==> src/fsk_pkg.sv <==
// constants, pin group and helper functions for the low-speed fsk modem
package fsk_pkg;

  localparam int unsigned CLK_HZ   = 100_000_000;
  localparam int unsigned REF_HZ   = 1_000_000;
  localparam int unsigned REF_DIV  = CLK_HZ / REF_HZ;
  localparam logic [6:0]  REF_LAST = 7'(REF_DIV - 1);

  localparam int unsigned PHASE_W  = 24;
  localparam int unsigned HALF_W   = 10;
  localparam longint      ACC_SCALE = 64'h1000000;

  // tone frequencies in hz
  localparam int unsigned F_US_OM  = 1270;
  localparam int unsigned F_US_OS  = 1070;
  localparam int unsigned F_US_AM  = 2225;
  localparam int unsigned F_US_AS  = 2025;
  localparam int unsigned F_CC_1M  = 980;
  localparam int unsigned F_CC_1S  = 1180;
  localparam int unsigned F_CC_2M  = 1650;
  localparam int unsigned F_CC_2S  = 1850;
  localparam int unsigned F_ECHO   = 2100;

  // phase step per reference tick, rounded to nearest
  function automatic logic [PHASE_W-1:0] fsk_inc(input int unsigned f);
    longint t;
    t = (longint'(f) * ACC_SCALE + longint'(REF_HZ / 2)) / longint'(REF_HZ);
    return t[PHASE_W-1:0];
  endfunction : fsk_inc

  // half-period boundary in reference ticks between two tones
  function automatic logic [HALF_W-1:0] fsk_thr(input int unsigned fa, input int unsigned fb);
    int unsigned t;
    t = (REF_HZ / (2 * fa) + REF_HZ / (2 * fb)) / 2;
    return t[HALF_W-1:0];
  endfunction : fsk_thr

  localparam logic [PHASE_W-1:0] INC_US_OM = fsk_inc(F_US_OM);
  localparam logic [PHASE_W-1:0] INC_US_OS = fsk_inc(F_US_OS);
  localparam logic [PHASE_W-1:0] INC_US_AM = fsk_inc(F_US_AM);
  localparam logic [PHASE_W-1:0] INC_US_AS = fsk_inc(F_US_AS);
  localparam logic [PHASE_W-1:0] INC_CC_1M = fsk_inc(F_CC_1M);
  localparam logic [PHASE_W-1:0] INC_CC_1S = fsk_inc(F_CC_1S);
  localparam logic [PHASE_W-1:0] INC_CC_2M = fsk_inc(F_CC_2M);
  localparam logic [PHASE_W-1:0] INC_CC_2S = fsk_inc(F_CC_2S);
  localparam logic [PHASE_W-1:0] INC_ECHO  = fsk_inc(F_ECHO);

  localparam logic [HALF_W-1:0] THR_US_ORIG = fsk_thr(F_US_OM, F_US_OS);
  localparam logic [HALF_W-1:0] THR_US_ANS  = fsk_thr(F_US_AM, F_US_AS);
  localparam logic [HALF_W-1:0] THR_CC_CH1  = fsk_thr(F_CC_1M, F_CC_1S);
  localparam logic [HALF_W-1:0] THR_CC_CH2  = fsk_thr(F_CC_2M, F_CC_2S);
  localparam logic [HALF_W-1:0] HALF_MAX    = 10'h3ff;

  // agreeing half-cycles before the receive output follows
  localparam logic [2:0] RX_AGREE_300 = 3'h4;
  localparam logic [2:0] RX_AGREE_600 = 3'h2;
  localparam logic [2:0] RUN_MAX      = 3'h7;

  localparam logic [7:0] CAR_MID  = 8'h80;
  localparam logic       RX_IDLE  = 1'b1;
  localparam logic [8:0] SYNC_RST = 9'h000;

  typedef struct packed {
    logic us_std;
    logic mode;
    logic echo;
    logic tx_enable;
    logic rx_rate_300;
    logic loopback_test;
    logic demod_reset;
    logic tx_data;
  } fsk_pins_t;

  // 16-step sine staircase, offset binary
  function automatic logic [7:0] fsk_sine(input logic [3:0] ph);
    case (ph)
      4'h0: return 8'h80;
      4'h1: return 8'hb1;
      4'h2: return 8'hda;
      4'h3: return 8'hf5;
      4'h4: return 8'hff;
      4'h5: return 8'hf5;
      4'h6: return 8'hda;
      4'h7: return 8'hb1;
      4'h8: return 8'h80;
      4'h9: return 8'h4f;
      4'ha: return 8'h26;
      4'hb: return 8'h0b;
      4'hc: return 8'h01;
      4'hd: return 8'h0b;
      4'he: return 8'h26;
      default: return 8'h4f;
    endcase
  endfunction : fsk_sine

endpackage : fsk_pkg

==> src/fsk_modem.sv <==
// low-speed fsk modem: tone synthesiser and edge-timing demodulator
`timescale 1ns/1ps
`default_nettype none

// Contract
// standard select high picks US tones, low picks CCITT, both directions.
// transmit bit high is mark, low is space, in both standards.
// carrier synthesised from a 1.0 MHz reference tick.
// US: originate 1270/1070 Hz, answer 2225/2025 Hz mark/space.
// CCITT: channel one 980/1180 Hz, channel two 1650/1850 Hz mark/space.
// echo high, CCITT, mode low, bit high sends 2100 Hz tone.
// other side holds echo low during normal data.
// carrier output silent whenever transmit enable is low.
// mode high picks originate or channel one, low answer or channel two.
// receive output carries data demodulated from the incoming carrier.
// line side feeds a limited square wave at 50% +/- 2% duty.
// rate input high tunes for up to 300 bps, low for 600.
// loopback test makes demodulator listen to its own transmit tones.
// demodulator reset input high disables the demodulator.
// demodulator reset never forces the receive output.
// demodulator listens to the complementary pair unless loopback test.
// receive output high for mark, low for space.
module fsk_modem
  import fsk_pkg::*;
(
  input  wire logic       clk,
  input  wire logic       nrst,
  input  wire logic       ce,
  input  wire fsk_pins_t  pins,
  input  wire logic       rx_car,
  output logic [7:0]      tx_car,
  output logic            tx_active,
  output logic            rx_data
);

  // pin synchronisers: three stages, change accepted when stages two and three agree
  logic [8:0]        sync1;
  logic [8:0]        sync2;
  logic [8:0]        sync3;
  logic [8:0]        stab;
  wire  [8:0]        raw = {pins, rx_car};
  wire  [8:0]        agree = ~(sync2 ^ sync3);
  wire  [8:0]        next_stab = (sync2 & agree) | (stab & ~agree);

  always_ff @(posedge clk) begin
    if (!nrst) begin
      sync1 <= SYNC_RST;
      sync2 <= SYNC_RST;
      sync3 <= SYNC_RST;
      stab  <= SYNC_RST;
    end else if (ce) begin
      sync1 <= raw;
      sync2 <= sync1;
      sync3 <= sync2;
      stab  <= next_stab;
    end
  end

  fsk_pins_t         p;
  wire               rx_pin = stab[0];
  assign p = fsk_pins_t'(stab[8:1]);

  // reference tick at 1 MHz from the system clock
  logic [6:0]        div_cnt;
  logic              tick;
  wire               div_wrap = (div_cnt == REF_LAST);

  always_ff @(posedge clk) begin
    if (!nrst) begin
      div_cnt <= 7'h00;
      tick    <= 1'b0;
    end else if (ce) begin
      div_cnt <= div_wrap ? 7'h00 : div_cnt + 7'h01;
      tick    <= div_wrap;
    end
  end

  // transmit tone selection
  wire               echo_tone = p.echo & ~p.us_std & ~p.mode & p.tx_data;
  wire [PHASE_W-1:0] us_inc = p.mode ? (p.tx_data ? INC_US_OM : INC_US_OS)
                                     : (p.tx_data ? INC_US_AM : INC_US_AS);
  wire [PHASE_W-1:0] cc_inc = p.mode ? (p.tx_data ? INC_CC_1M : INC_CC_1S)
                                     : (p.tx_data ? INC_CC_2M : INC_CC_2S);
  wire [PHASE_W-1:0] tx_inc = echo_tone ? INC_ECHO : (p.us_std ? us_inc : cc_inc);

  logic [PHASE_W-1:0] phase;

  // phase restarts at zero so each burst begins at midscale
  always_ff @(posedge clk) begin
    if (!nrst) begin
      phase <= '0;
    end else if (ce) begin
      if (!p.tx_enable) begin
        phase <= '0;
      end else if (tick) begin
        phase <= phase + tx_inc;
      end
    end
  end

  always_ff @(posedge clk) begin
    if (!nrst) begin
      tx_car    <= CAR_MID;
      tx_active <= 1'b0;
    end else if (ce) begin
      tx_car    <= p.tx_enable ? fsk_sine(phase[PHASE_W-1 -: 4]) : CAR_MID;
      tx_active <= p.tx_enable;
    end
  end

  // receive pair and input selection
  wire               recv_orig = p.loopback_test ? p.mode : ~p.mode;
  wire               rx_in = p.loopback_test ? phase[PHASE_W-1] : rx_pin;
  wire [HALF_W-1:0]  thr = p.us_std ? (recv_orig ? THR_US_ORIG : THR_US_ANS)
                                    : (recv_orig ? THR_CC_CH1 : THR_CC_CH2);

  logic              rx_prev;
  logic [HALF_W-1:0] halfcnt;
  logic              cand;
  logic [2:0]        run;

  wire               half_done = rx_in ^ rx_prev;
  wire               is_high = (halfcnt < thr);
  // us marks are the upper tone, ccitt marks the lower
  wire               mark = ~(is_high ^ p.us_std);
  wire [2:0]         need = p.rx_rate_300 ? RX_AGREE_300 : RX_AGREE_600;
  wire [2:0]         next_run = (mark == cand) ? ((run == RUN_MAX) ? run : run + 3'h1) : 3'h1;
  wire               commit = half_done & (next_run >= need);

  // more agreeing half-cycles at 300 bps trades latency for noise immunity
  always_ff @(posedge clk) begin
    if (!nrst) begin
      rx_prev <= 1'b0;
      halfcnt <= '0;
      cand    <= RX_IDLE;
      run     <= 3'h0;
    end else if (ce) begin
      rx_prev <= rx_in;
      if (p.demod_reset) begin
        halfcnt <= '0;
        cand    <= RX_IDLE;
        run     <= 3'h0;
      end else if (half_done) begin
        halfcnt <= '0;
        cand    <= mark;
        run     <= next_run;
      end else if (tick && halfcnt != HALF_MAX) begin
        halfcnt <= halfcnt + 10'h001;
      end
    end
  end

  // output held while the demodulator is disabled, never forced by it
  always_ff @(posedge clk) begin
    if (!nrst) begin
      rx_data <= RX_IDLE;
    end else if (ce && !p.demod_reset && commit) begin
      rx_data <= mark;
    end
  end
endmodule : fsk_modem

`default_nettype wire

==> config.mk <==
export PLATFORM = sky130hd
export DESIGN_NAME = fsk_modem
export DESIGN_NICKNAME = d
export VERILOG_FILES = /design/src/fsk_pkg.sv /design/src/fsk_modem.sv
export SDC_FILE = /design/constraint.sdc
export NUM_CORES = 1
export LEC_CHECK = 0
export BUFFER_PORTS_ARGS = -buffer_cell sky130_fd_sc_hd__buf_2
export CORE_MARGIN = 3
export CORE_UTILIZATION = 31
export CTS_CLUSTER_DIAMETER = 30
export DETAILED_ROUTE_END_ITERATION = 10
export GPL_TIMING_DRIVEN = 0
export PLACE_DENSITY_LB_ADDON = 0.08
export SLEW_MARGIN = 20
export SYNTH_ARGS = -nofsm -noshare
export SYNTH_HDL_FRONTEND = slang
export SYNTH_SLANG_ARGS = --single-unit
export TNS_END_PERCENT = 20
==> constraint.sdc <==
create_clock -name clk -period 12.65 [get_ports clk]
set_input_delay 1.8975 -clock clk [delete_from_list [all_inputs] [get_ports clk]]
set_output_delay 1.8975 -clock clk [all_outputs]
set_load 0.005 [all_outputs]
==> flow_summary.toml, run 1 <==
[finish]
syn2layout_area_growth_pct = 11.97
diodes = 0
nets = 741
final_cell_mix = "101 x dfxtp_1, 57 x nand2_1, 52 x nor2b_1"
layout-drive-gt1-share_pct = 7.278
final_common_cell = "dfxtp_1"

[timing]
slew_headroom_pct = 27.54
finalMaxSlewViolations = 0
finalHoldViolations = 0
setup_viol = 0
rsz0062_at_grt = "false"
tns_ns = 0
fin_crit_sh_pct = 43.60
worst_slack_ns = 7.135
finalCriticalPeriod_ns = 5.515
clock_skew_ns = 0.01227
worst_pin_slew_ns = 1.080
clock.fmax_mhz = 181.3

[die]
die_area_um2 = 19760
ioPinCount = 22
start_util_pct = 32.01
core_um2 = 17540
die_y_um = 140.6
rows = 48
die_w_um = 140.6

[global_routing]
grt_pass1_wl_mm = 22.67
track_usage_pct = 14.21
grt_max_degree = 17
first_global_vias = 4482
antenna_found_initial = 0
gr-total-overflow = 0

[synth]
synthMuxAreaShare_pct = 6.641
ys_ff_latch = 101
synth_top_family_by_area = "simple AND/OR/NAND/NOR gates"
synthAdderAreaFrac_pct = 10.61
netlist_area_um2 = 5614
synth_simple_gate_area_share_pct = 20.50
synth_compound_area_share_pct = 18.43
syn_inst = 651
yosysSeqAreaShare_pct = 36.02
ys_warn_count = 0
avgSynthCellArea_um2 = 8.624
synth.distinct_cells = 55
synthesis.nets = 710
synth_ff_type = "dfxtp_1"
synth_edf_count = 0
synth_xor_xnor_area_share_pct = 4.056
synthArstFlopShare_pct = 0

[detailed_routing]
detail-route-antenna-nets = 0
viasPerCell = 4.998
post-route-drc-count = 0
drtIter0Drc = 182
vias = 4558
routedWlPerCell_um = 15.17
wirelength_mm = 13.83
firstDrtPassIters = 4

[place]
portBuffers = 20
pre_cts_slack_ns = 7.262
hpwl_mm = 10.24
gp_congestion = 0.8189

[power]
ir_worst_vdd_mv = 0.06756
power_leakage_nw = 2.500
powerDensity_nw_per_um2 = 101.9
power.total_w = 0.0006404

[clock_network]
insertion_delay_ns = 0.36
cts_buffers = 9
cts_tree = "done"
clkTransAtPathRegs_ns = 0.07
cts_resized = 0
clockRootBuffer = "clkbuf_16"
cts_hold_repair.buffers = 0
cts_buffer_depth = 2
htreeDepth = 3
cts_setup_buffers = 0
clock-sinks = 101

[setup_path]
worst-setup-path-type = "reg -> reg"
worstPathRequired_ns = 12.89
critPathLaunchType = "register"
crit_arrival_ns = 5.76
end_kind = "register"
path_max_fanout = 10

[job]
drv_cap = 0

[worst_hold_path]
hold_class = "reg -> reg"

[run_status]
status = "finished clean"
[worst max-delay path, stage by stage, from the launching register on]
cell and delay (ns):
dfxtp_1 0.51, inv_1 0.20, nor3_1 0.88, nor2_1 0.13, nor2_1 0.43, ha_1 0.34, a21oi_1 0.25, nand2_1 0.09
nor4_1 0.32, or3_1 0.18, buf_2 0.17, nor2_1 0.06, a211oi_1 0.88, inv_1 0.21, ha_1 0.27, mux2_2 0.27
a32o_1 0.21
[Yosys cell counts, types with 8 or more instances]
library cell  number  share of area (%)
mux2i_1           35                6.2
a21o_1             9                1.2
nand4_1           10                1.1
nor2b_1           52                5.8
inv_1             30                2.0
and3_1             8               0.89
a21oi_1           34                3.0
xnor2_1           17                2.7
nand2_1           57                3.8
dfxtp_1          101                 36
a21boi_0          16                2.1
ha_1              46                 10
xor2_1             9                1.4
o21ai_0           38                3.4
clkbuf_1          20                1.3
nand3_1           12                1.1
a22oi_1           15                2.0
nor2_1            50                3.3
[cells by family (layout without fill, tap and decap cells)]
kind of cell | Yosys count | in the layout
xor gates and xnor gates | 26 | 26
and+or+nand+nor | 228 | 228
adders and majority gates | 47 | 47
AOI/OAI and AO/OA | 157 | 157
buffers and inverters | 55 | 91
DFF | 101 | 101
muxes | 37 | 37
[per-stage QoR]
step	cell area (µm²)	instances	hold slack, ns	util (%)
3_3_place_gp	5996	896	0.4486	34.19
5_1_grt	6286	912	0.5171	35.84
6_report	6286	912	0.4773	35.84
2_1_floorplan	5614	651	0.4301	-
3_5_place_dp	5996	896	0.4544	34.19
4_1_cts	6286	912	0.4770	35.84
[path summary, 6_finish.rpt]
| check | cells past startpoint | from | slack [ns] | end |
|---|---|---|---|---|
| hold / removal | 2 | register | 0.48 | tx_car[7] |
| setup / recovery | 16 | register | 7.13 | register |
| setup reg to reg | 16 | register | 7.13 | register |
| hold reg to reg | 2 | register | 0.48 | tx_car[7] |
[layer usage]
metal | GRT usage, % | up-vias | share of wire (%)
met3 | 3.358 | 9 | 2.7
li1 | - | 2337 | -
met1 | 18.43 | 2161 | 49
met4 | 2.907 | 0 | 0.81
met5 | 0 | - | 0
met2 | 24.22 | 51 | 48
[cell type report]
type | instances | area [µm²]
Multi-Input combinational cell | 495 | 3382
Inverter | 30 | 112.6
Timing Repair Buffer | 20 | 100.1
Sequential cell | 101 | 2022
Clock inverter | 5 | 57.56
Buffer | 25 | 97.59
Clock buffer | 11 | 232.7
Fill cell | 1867 | 11250
Tap cell | 225 | 281.5
[where the power goes]
group          switching [W]  total (W)  internal, W
Sequential        0.00000317   0.000325     0.000322
Combinational      0.0000192  0.0000315    0.0000123
Clock               0.000129   0.000284     0.000155
Total               0.000151   0.000640     0.000489
No activity file was read; power rests on OpenSTA's default activity.
==> inputs of run 2 (changes only) <==
- clock period: 12.65 -> 4.7 ns (I/O delays scaled with it)
==> flow_summary.toml, run 2 (synthesis gave the netlist of run 1 again) <==
[timing]
slew_headroom_pct = 41.35
fin_crit_sh_pct = 92.26
finalMaxSlewViolations = 0
clock.fmax_mhz = 230.6
worst_slack_ns = 0.3640
clock_skew_ns = 0.01260
finalCriticalPeriod_ns = 4.336
worst_pin_slew_ns = 0.8740
finalHoldViolations = 0
rsz0062_at_grt = "false"
setup_viol = 0

[setup_path]
worstPathRequired_ns = 4.94
crit_arrival_ns = 4.58
crit_path_top_delay_cell = "dfxtp_1"
crit_chain = "inv_1 > ha_1 > a211o_1 > fa_1 > nand2b_1 > a21oi_2 > nor4_2 > or3_1 > buf_2 > a211oi_4 > inv_1 > ha_1 > mux2_2 > a32o_1"
worst-setup-path-type = "reg -> reg"
end_kind = "register"
worst-path-buf-inv = 3
path_max_fanout = 9
path_delay_family = "compound AO/OA/AOI/OAI gates"
critPathLaunchType = "register"
cpPeakStageDelay_ns = 0.52

[detailed_routing]
vias = 4546
detail-route-antenna-nets = 0
viasPerCell = 4.985
firstDrtPassIters = 4
post-route-drc-count = 0
drtIter0Drc = 186
routedWlPerCell_um = 15.16
wirelength_mm = 13.82

[clock_network]
htreeDepth = 3
cts_setup_buffers = 0
insertion_delay_ns = 0.36
clock-sinks = 101
clockRootBuffer = "clkbuf_16"
clkTransAtPathRegs_ns = 0.07
cts_buffer_depth = 2
cts_tree = "done"
cts_buffers = 9
cts_hold_repair.buffers = 0

[finish]
final_cell_mix = "100 x dfxtp_1, 57 x nand2_1, 52 x nor2b_1"
fill_cells = 1856
fin_util_pct = 36.17
diodes = 0
layout-drive-gt1-share_pct = 8.588
syn2layout_area_growth_pct = 12.97
final_common_cell = "dfxtp_1"
nets = 741

[run_status]
status = "finished clean"

[global_routing]
track_usage_pct = 14.24
gr-total-overflow = 0
first_global_vias = 4488
grt_max_degree = 17
antenna_found_initial = 0
grt_pass1_wl_mm = 22.72

[die]
core_um2 = 17540
die_area_um2 = 19760
start_util_pct = 32.01
ioPinCount = 22
die_y_um = 140.6
die_w_um = 140.6
rows = 48

[power]
clkPwrFrac_pct = 44.4
ir_worst_vdd_mv = 0.1871
p_int_w = 0.001316
power_leakage_nw = 2.510
powerDensity_nw_per_um2 = 272.2
comb_power_share_pct = 4.9
swShare_pct = 23.75
p_seq_share_pct = 50.7
switching_power_w = 0.0004100

[place]
gp_congestion = 0.8189
portBuffers = 20
hpwl_mm = 10.24
pre_cts_slack_ns = -0.6883

[worst_hold_path]
hold_class = "reg -> reg"

[job]
drv_cap = 0
run 2: power by group through the flow:
stage / registers (W) / logic [W] / clock network (W)
2_1_floorplan: 0.000893 / 0.0000577 / 0
3_3_place_gp: 0.000895 / 0.0000857 / 0
3_5_place_dp: 0.000896 / 0.0000862 / 0
4_1_cts: 0.000876 / 0.0000866 / 0.000790
5_1_grt: 0.000877 / 0.0000950 / 0.000826
6_report: 0.000876 / 0.0000850 / 0.000766
run 2: tightest hold or removal path, stage by stage, from the launching register on:
cell	delay [ns]
dfxtp_1	0.31
nor2_1	0.08
nor2_1	0.04
run 2: repair_timing:
item / in CTS / in global routing
gates resized for setup: 5 / 8
endpoints found under the setup margin: 8 / 6
pin swaps: 0 / 1
run 2: final cells by class:
type	instances	area [µm²]	share of cell area, %
plain buffers	25	100.1	1.578
clock buffers	11	232.7	3.669
clock inverters	5	57.56	0.9075
inverters	30	112.6	1.775
multi-input cells	495	3435	54.15
flip-flops and latches	101	2023	31.90
well taps	225	281.5	4.439
repair buffers	20	100.1	1.578
run 2: metrics by stage:
stage	instances	hold slack [ns]	TNS, ns	instance area [µm²]	total power [W]
after global routing	912	0.5171	0	6342	0.001798
after CTS	912	0.4770	0	6315	0.001753
final	912	0.4743	0	6342	0.001726
after floorplan	651	0.4301	0	5614	0.0009510
after detailed placement	896	0.4544	-2.883	5996	0.0009821
after global placement	896	0.4486	-2.546	5996	0.0009811
run 2: path summary, 6_finish.rpt:
path,endpoint,slack [ns],start,cells after the start
worst min register to register,tx_active,0.47,tx_active,2
worst max register to register,register,0.36,register,14
worst max-delay path,register,0.36,register,14
worst min-delay path,tx_active,0.47,tx_active,2
run 2: metal layers:
metal,up-vias,track usage [%],share of wire (%)
li1,2336,-,-
met1,2167,18.49,49
met2,34,24.24,48
met3,9,3.358,2.6
met4,0,2.907,0.85
met5,-,0,0
